`src/include/arp_pkg.sv`:
```
// package: constants and types for the adc read-ahead host read port
package arp_pkg;
  localparam int unsigned RES_W = 12;
  localparam int unsigned BYTE_W = 8;
  localparam int unsigned MSB_W = 4;
  localparam int unsigned CONV_NS = 3000;
  localparam int unsigned CLK_NS = 25;
  // conversion time is a least time: round up
  localparam int unsigned CONV_CYC = (CONV_NS + CLK_NS - 1) / CLK_NS;
  localparam int unsigned CNT_W = 8;
  localparam logic [CNT_W-1:0] CONV_LAST = CNT_W'(CONV_CYC - 1);
  localparam logic [CNT_W-1:0] CNT_ZERO = 8'h00;
  localparam logic [RES_W-1:0] RES_RESET = 12'h000;
  localparam logic [MSB_W-1:0] MSB_LOW = 4'h0;
  typedef enum logic [1:0] {
    ARP_IDLE = 2'b00,
    ARP_CONV = 2'b01,
    ARP_LOAD = 2'b11
  } arp_state_t;
endpackage : arp_pkg

```
`src/include/arp_conv_if.sv`:
```
// interface: start, status and result between port and converter core
`timescale 1ns/1ps
interface arp_conv_if;
  import arp_pkg::*;
  logic start;
  logic busy;
  logic done;
  logic [RES_W-1:0] result;
  modport port (output start, input busy, input done, input result);
  modport core (input start, output busy, output done, output result);
endinterface : arp_conv_if

```
`src/hw/arp_conv_core.sv`:
```
// module: conversion timer producing a result after the conversion time
`timescale 1ns/1ps
module arp_conv_core (
  input wire logic clk_in,
  input wire logic rstn_in,
  input wire logic [arp_pkg::RES_W-1:0] sample_in,
  arp_conv_if.core conv
);
  import arp_pkg::*;
  typedef struct packed {
    arp_state_t st;
    logic [CNT_W-1:0] cnt;
    logic [RES_W-1:0] res;
  } arp_core_t;
  arp_core_t s_reg;
  arp_core_t s_next;
  logic [RES_W-1:0] held;
  always_comb begin
    s_next = s_reg;
    case (s_reg.st)
      ARP_IDLE: begin
        if (conv.start) begin
          s_next.st = ARP_CONV;
          s_next.cnt = CNT_ZERO;
        end
      end
      ARP_CONV: begin
        // further start requests ignored until done
        if (s_reg.cnt == CONV_LAST) begin
          s_next.st = ARP_LOAD;
          s_next.res = held;
        end else begin
          s_next.cnt = s_reg.cnt + 8'h01;
        end
      end
      ARP_LOAD: s_next.st = ARP_IDLE;
      default: s_next.st = ARP_IDLE;
    endcase
  end
  // sample held at the start instant
  logic [RES_W-1:0] held_reg;
  always_ff @(posedge clk_in or negedge rstn_in) begin
    if (!rstn_in) begin
      s_reg <= '{ARP_IDLE, CNT_ZERO, RES_RESET};
      held_reg <= RES_RESET;
    end else begin
      s_reg <= s_next;
      if (s_reg.st == ARP_IDLE && conv.start) held_reg <= sample_in;
    end
  end
  assign held = held_reg;
  // status stays active through the latch load cycle
  assign conv.busy = (s_reg.st != ARP_IDLE);
  assign conv.done = (s_reg.st == ARP_LOAD);
  assign conv.result = s_reg.res;
  a_busy_length: assert property (@(posedge clk_in) disable iff (!rstn_in)
    $rose(s_reg.st == ARP_CONV) |-> (s_reg.st == ARP_CONV) [*8])
    else $error("conversion ended early");
  a_done_bound: assert property (@(posedge clk_in) disable iff (!rstn_in)
    $rose(s_reg.st == ARP_CONV) |-> ##[1:130] (s_reg.st == ARP_LOAD))
    else $error("conversion did not finish in time");
endmodule : arp_conv_core

```
`src/hw/arp_read_port.sv`:
```
// module: read-ahead host read port of a 12-bit converter
// Operation
// - read-ahead read starts conversion, returns old word
// - next full read returns new word, restarts
// - first low-byte read starts, gives old low
// - high-byte read no start, msbs in lane
// - third low-byte read gives new low, restarts
// - msbs always on the upper four outputs
// - slow mode status holds host until done
// - high-byte read after slow conversion no wait
// - start and outputs lag strobe by clocks
// - start needs all three low, no restart
// - status low for whole conversion
// - status rises only after latches loaded
`timescale 1ns/1ps
module arp_read_port (
  input wire logic clk_in,
  input wire logic rstn_in,
  input wire logic cs_n_in,
  input wire logic rd_n_in,
  input wire logic byte_select_high_in,
  input wire logic [arp_pkg::RES_W-1:0] sample_in,
  output logic [arp_pkg::RES_W-1:0] data_output_pins_out,
  output logic [arp_pkg::RES_W-1:0] data_oe_n_out,
  output logic busy_n_out
);
  import arp_pkg::*;
  // status stays low for the count cycles, the last count and the load
  localparam logic [CNT_W-1:0] BUSY_SPAN = CONV_LAST + 8'h02;
  typedef struct packed {
    logic [1:0] cs_n_s;
    logic [1:0] rd_n_s;
    logic [1:0] hb_s;
    logic rd_act;
    logic oe;
    logic [RES_W-1:0] dout;
    logic [CNT_W-1:0] busy_cnt;
  } arp_port_t;
  arp_port_t s_reg;
  arp_port_t s_next;
  arp_conv_if conv ();
  arp_conv_core u_core (
    .clk_in(clk_in),
    .rstn_in(rstn_in),
    .sample_in(sample_in),
    .conv(conv)
  );
  logic access;
  logic lowsel;
  logic [RES_W-1:0] word;
  always_comb begin
    s_next = s_reg;
    // two-stage synchronisers; only the second stage is read by logic
    s_next.cs_n_s = {s_reg.cs_n_s[0], cs_n_in};
    s_next.rd_n_s = {s_reg.rd_n_s[0], rd_n_in};
    s_next.hb_s = {s_reg.hb_s[0], byte_select_high_in};
    access = !s_reg.cs_n_s[1] && !s_reg.rd_n_s[1];
    lowsel = !s_reg.hb_s[1];
    s_next.rd_act = access;
    s_next.oe = access;
    // length of the current low status stretch, checked below
    if (conv.busy) begin
      s_next.busy_cnt = s_reg.busy_cnt + 8'h01;
    end else begin
      s_next.busy_cnt = CNT_ZERO;
    end
    word = conv.result;
    if (lowsel) begin
      s_next.dout = word;
    end else begin
      // msbs into the byte lane, upper lane nibble driven low
      s_next.dout = {word[RES_W-1 -: MSB_W], MSB_LOW,
                     word[RES_W-1 -: MSB_W]};
    end
  end
  // a conversion starts on the rising access edge with byte select low
  assign conv.start = access && !s_reg.rd_act && lowsel;
  always_ff @(posedge clk_in or negedge rstn_in) begin
    if (!rstn_in) begin
      s_reg <= '{2'b11, 2'b11, 2'b00, 1'b0, 1'b0, RES_RESET, CNT_ZERO};
    end else begin
      s_reg <= s_next;
    end
  end
  assign data_output_pins_out = s_reg.dout;
  // one enable per output pin, all from the same access flag
  for (genvar i = 0; i < RES_W; i++) begin : g_oe
    assign data_oe_n_out[i] = !s_reg.oe;
  end
  // low while converting; released only after the result latch loads
  assign busy_n_out = !conv.busy;
  a_start_gated: assert property (@(posedge clk_in) disable iff (!rstn_in)
    conv.start |-> (!s_reg.hb_s[1] && !s_reg.cs_n_s[1]
                    && !s_reg.rd_n_s[1]))
    else $error("conversion started without all selects low");
  a_no_hb_start: assert property (@(posedge clk_in) disable iff (!rstn_in)
    (s_reg.hb_s[1] && !conv.busy) |=> !conv.busy)
    else $error("high byte read started a conversion");
  a_hb_lane: assert property (@(posedge clk_in) disable iff (!rstn_in)
    (access && !lowsel) |=> (data_output_pins_out[7:4] == MSB_LOW
      && data_output_pins_out[3:0] == $past(conv.result[11:8])))
    else $error("high byte lane wrong");
  a_msb_upper: assert property (@(posedge clk_in) disable iff (!rstn_in)
    access |=> data_output_pins_out[11:8] == $past(conv.result[11:8]))
    else $error("upper outputs lost the msbs");
  a_old_word: assert property (@(posedge clk_in) disable iff (!rstn_in)
    conv.start |=> data_output_pins_out == $past(conv.result))
    else $error("read-ahead read did not show previous result");
  a_start_lag: assert property (@(posedge clk_in) disable iff (!rstn_in)
    $fell(rd_n_in) && !cs_n_in && !byte_select_high_in && !conv.busy
    ##1 (!rd_n_in && !cs_n_in && !byte_select_high_in) [*3]
    |-> ##[0:2] conv.busy)
    else $error("start lagged the strobe too long");
  a_busy_until_load: assert property (@(posedge clk_in) disable iff (!rstn_in)
    $rose(busy_n_out) |-> $past(conv.done))
    else $error("status released before latch load");
  a_oe_follow: assert property (@(posedge clk_in) disable iff (!rstn_in)
    !access |=> data_oe_n_out[0])
    else $error("outputs driven outside an access");

  // start strobe and conversion entry
  a_start_once: assert property (@(posedge clk_in) disable iff (!rstn_in)
    conv.start
    |=> !conv.start)
    else $error("start strobe longer than one cycle");

  a_start_begins: assert property (@(posedge clk_in) disable iff (!rstn_in)
    (conv.start && !conv.busy)
    |=> conv.busy)
    else $error("start from idle did not begin a conversion");

  a_busy_by_start: assert property (@(posedge clk_in) disable iff (!rstn_in)
    $fell(busy_n_out)
    |-> $past(conv.start))
    else $error("status fell without a start");

  a_idle_quiet: assert property (@(posedge clk_in) disable iff (!rstn_in)
    (!conv.busy && !conv.start)
    |=> !conv.busy)
    else $error("conversion began without a start");

  a_no_restart: assert property (@(posedge clk_in) disable iff (!rstn_in)
    (conv.start && conv.busy && !conv.done)
    |=> conv.busy)
    else $error("running conversion was restarted or cut");

  // status output
  a_busy_hold: assert property (@(posedge clk_in) disable iff (!rstn_in)
    (conv.busy && !conv.done)
    |=> conv.busy)
    else $error("status released in mid conversion");

  a_busy_cap: assert property (@(posedge clk_in) disable iff (!rstn_in)
    s_reg.busy_cnt <= BUSY_SPAN)
    else $error("status stayed low too long");

  a_busy_full: assert property (@(posedge clk_in) disable iff (!rstn_in)
    $rose(busy_n_out)
    |-> s_reg.busy_cnt == BUSY_SPAN)
    else $error("status low for the wrong number of cycles");

  a_hb_no_wait: assert property (@(posedge clk_in) disable iff (!rstn_in)
    (access && !lowsel && !conv.busy)
    |=> busy_n_out)
    else $error("high byte read requested a wait");

  // result latch and status release
  a_result_load: assert property (@(posedge clk_in) disable iff (!rstn_in)
    $changed(conv.result)
    |-> conv.done)
    else $error("result latch changed outside the load cycle");

  a_done_pulse: assert property (@(posedge clk_in) disable iff (!rstn_in)
    conv.done
    |=> !conv.done)
    else $error("load cycle longer than one cycle");

  a_done_release: assert property (@(posedge clk_in) disable iff (!rstn_in)
    conv.done
    |=> busy_n_out)
    else $error("status not released after the load");

  // data lanes and enables
  a_low_read: assert property (@(posedge clk_in) disable iff (!rstn_in)
    (access && lowsel)
    |=> data_output_pins_out == $past(conv.result))
    else $error("low byte read did not show the latched word");

  a_lane_match: assert property (@(posedge clk_in) disable iff (!rstn_in)
    (access && !lowsel)
    |=> data_output_pins_out[11:8] == data_output_pins_out[3:0])
    else $error("byte lane and upper outputs disagree");

  a_oe_all_on: assert property (@(posedge clk_in) disable iff (!rstn_in)
    access
    |=> data_oe_n_out == {RES_W{1'b0}})
    else $error("outputs not driven during an access");

  a_oe_all_off: assert property (@(posedge clk_in) disable iff (!rstn_in)
    !access
    |=> data_oe_n_out == {RES_W{1'b1}})
    else $error("some outputs driven outside an access");
endmodule : arp_read_port

```
`config.mk`:
```
export PLATFORM = sky130hd
export DESIGN_NAME = arp_read_port
export DESIGN_NICKNAME = d
export VERILOG_FILES = /design/src/include/arp_pkg.sv /design/src/include/arp_conv_if.sv /design/src/hw/arp_conv_core.sv /design/src/hw/arp_read_port.sv
export SDC_FILE = /design/constraint.sdc
export NUM_CORES = 1
export LEC_CHECK = 0
export BUFFER_PORTS_ARGS = -buffer_cell sky130_fd_sc_hd__buf_2
export CAP_MARGIN = 20
export CELL_PAD_IN_SITES_DETAIL_PLACEMENT = 0
export CELL_PAD_IN_SITES_GLOBAL_PLACEMENT = 2
export CORE_UTILIZATION = 37
export CTS_CLUSTER_DIAMETER = 150
export DETAILED_ROUTE_END_ITERATION = 10
export GPL_ROUTABILITY_DRIVEN = 0
export GPL_TIMING_DRIVEN = 0
export PLACE_DENSITY = 0.87
export SKIP_LAST_GASP = 1
export SLEW_MARGIN = 20
export SYNTH_ARGS = -nofsm -noshare
export SYNTH_HDL_FRONTEND = slang
export SYNTH_SLANG_ARGS = --single-unit
```
`constraint.sdc`:
```
create_clock -name clk_in -period 2.13 [get_ports clk_in]
set_input_delay 0.1065 -clock clk_in [delete_from_list [all_inputs] [get_ports clk_in]]
set_output_delay 0.1065 -clock clk_in [all_outputs]
set_load 0.01 [all_outputs]
```
==> flow_metrics.env <==
export IMPL_path_max_fanout=10
export IMPL_holdCritPathClass="in2reg"
export IMPL_first_pass_iters=4
export IMPL_skew_ns=0.00499
export IMPL_slew_headroom_pct=56.6
export IMPL_vias=1307
export IMPL_ys_flop_type="dfrtp_1"
export IMPL_setup_tns_ns=0
export IMPL_synth_cell_types=35
export IMPL_syn_to_final_growth_pct=19.8
export IMPL_critPathBufInv=1
export IMPL_worstRegToRegCells=5
export IMPL_post_route_util_pct=47.2
export IMPL_clk_path_buf_depth=2
export IMPL_drt_wl_total_um=3560
export IMPL_cts_root_buf="clkbuf_8"
export IMPL_layout_drive_gt1_share_pct=54.2
export IMPL_power_density_nw_per_um2=628
export IMPL_cp_top_family="simple AND/OR/NAND/NOR gates"
export IMPL_hold_slack_ns=0.0282
export IMPL_crit_slowest_cell="dfrtp_1"
export IMPL_netlist_top_cells_area="dfrtp_1 55%, mux2_2 11%, buf_4 7.7%"
export IMPL_fillerInstances=540
export IMPL_crit_chain="ha_1 > and4bb_2 > nand3_1 > clkbuf_4 > mux2_2"
export IMPL_grt_pass1_wl_um=5970
export IMPL_synth_net_count=178
export IMPL_yosysSeqAreaShare_pct=59.5
export IMPL_clk_latency_ns=0.30
export IMPL_synth_area_sq_um=2240
export IMPL_ys_async_sr_fraction_pct=100
export IMPL_crit_path_end_kind="flip-flop"
export IMPL_max_stage_delay_ns=0.46
export IMPL_syn_inst=159
export IMPL_final_net_count=232
export IMPL_cts_tree="yes"
export IMPL_placementRows=27
export IMPL_setup_viol=0
export IMPL_dieArea_sq_um=6360
export IMPL_routedWlPerCell_um=12.4
export IMPL_max_freq_mhz=501
export IMPL_grt_max_degree=54
export IMPL_finalHoldViolations=0
export IMPL_status="finished clean"
export IMPL_vias_per_cell=4.57
export IMPL_rsz0062_at_grt="false"
export IMPL_gr_total_overflow=0
export IMPL_drtIter0Drc=54
export IMPL_numCtsBuffers=5
export IMPL_dpl_hpwl_um=2430
export IMPL_start_util_pct=39.4
export IMPL_io_buffers=41
export IMPL_grt_usage_pct=12.5
export IMPL_crit_arrival_ns=2.19
export IMPL_ant_nets=0
export IMPL_synth_top_cell_area_share_pct=54.8
export IMPL_first_global_vias=1251
export IMPL_synth_area_per_cell_sq_um=14.1
export IMPL_cp_data_required_time_ns=2.32
export IMPL_core_sq_um=5680
export IMPL_synth_edf_count=0
export IMPL_min_period_over_period_pct=93.7
export IMPL_worstSetupStartpointType="flip-flop"
export IMPL_die_x_um=79.7
export IMPL_tightest_slew_ns=0.651
export IMPL_cts_max_level=2
export IMPL_drc=0
export IMPL_max_cap_violations=0
export IMPL_clk_pin_slew_ns=0.09
export IMPL_vdd_drop_max_v=0.000234
export IMPL_ys_ff_latch=53
export IMPL_die_y_um=79.7
export IMPL_p_leak_nw=1.40
export IMPL_cts_sinks=53
export IMPL_antenna_cells=0
export IMPL_hold_depth=2
export IMPL_fin_crit_ns=2.00
export IMPL_ys_warn_count=0
export IMPL_critPathKind="reg2reg"
export IMPL_cp_depth=5
export IMPL_synth_area_leader_cell="dfrtp_1"
export IMPL_io_pins=42
export IMPL_slew_violations=0
export IMPL_antenna_found_initial=0
==> kinds of logic after synthesis <==
logic type | Yosys count | synth area share, %
compound gates | 18 | 5.65
mux | 28 | 15.1
simple gates | 26 | 8.45
flops | 53 | 59.5
buf+inv | 32 | 10.1
fa+ha+maj | 2 | 1.12
==> worst paths after layout <==
| kind | startpoint | to | slack [ns] |
|---|---|---|---|
| max in group asynchronous | rstn_in | s_reg[20] | 1.33 |
| worst min register to register | s_next[23] | s_reg[23] | 0.35 |
| worst min-delay path | sample_in[10] | u_core.held[10] | 0.03 |
| worst max-delay path | u_core.s_reg[12] | u_core.conv.result[7] | 0.13 |
| worst max register to register | u_core.s_reg[12] | u_core.conv.result[7] | 0.13 |
| min in group asynchronous | rstn_in | data_output_pins_out[5] | 0.37 |
==> power breakdown <==
group	internal, W	leakage (nW)	total, W	switching, W
clock	0.000232	0.0374	0.000549	0.000317
sequential	0.00103	0.678	0.00104	0.00000838
combinational	0.0000518	0.685	0.0000968	0.0000450
==> cells in the mapped netlist (2+ instances only) <==
| cell type | number |
|---|---|
| dfrtp_1 | 49 |
| buf_4 | 23 |
| mux2_2 | 22 |
| a21oi_1 | 6 |
| inv_1 | 6 |
| mux2_4 | 6 |
| nand3_1 | 5 |
| and2b_2 | 4 |
| dfstp_2 | 4 |
| a211o_1 | 3 |
| and3_1 | 2 |
| ha_1 | 2 |
| nand2b_1 | 2 |
| nor2_1 | 2 |
| o21ai_0 | 2 |
| or3_1 | 2 |
==> per-stage QoR <==
stage	setup slack [ns]	total power, W	area, sq um	std cells
3_5_place_dp	0.0318	0.00115	2530	272
2_1_floorplan	0.223	0.00110	2240	159
5_1_grt	0.0283	0.00175	2680	286
6_report	0.135	0.00168	2680	286
3_3_place_gp	0.0436	0.00115	2530	272
4_1_cts	0.0242	0.00171	2660	284
==> routing by layer <==
| layer | track usage (%) | vias up | part of all wire, % |
|---|---|---|---|
| li1 | - | 643 | - |
| met1 | 15.6 | 639 | 47 |
| met2 | 20.9 | 21 | 49 |
| met3 | 3.43 | 4 | 2.5 |
| met4 | 4.29 | 0 | 0.87 |
| met5 | 0 | - | 0 |
==> placed cells by master, fill, tap and decap left out, drive strengths merged, types with 4 or more instances in the layout <==
master	n
buf	68
mux2	28
dlygate4sd3	4
nand3	5
a21oi	6
inv	6
clkbuf	7
dfrtp	49
dfstp	4
and2b	4
==> what timing repair did <==
action / CTS / global route
setup buffers: 0 / 2
resized for setup: 0 / 1
endpoints found under the setup margin: 0 / 14
hold buffers: 4 / 0
hold endpoints to repair: 52 / 0
==> cell type report <==
cell class              instances  area, sq um  area share, %
flip-flops and latches         53         1330           49.7
multi-input cells              74          678           25.3
clock inverters                 2         15.0          0.560
clock buffers                   6         72.6           2.71
repair buffers                 47          263           9.81
well taps                      72         90.1           3.36
inverters                       6         22.5          0.841
plain buffers                  26          206           7.71
(Power assumes the default switching activity.)
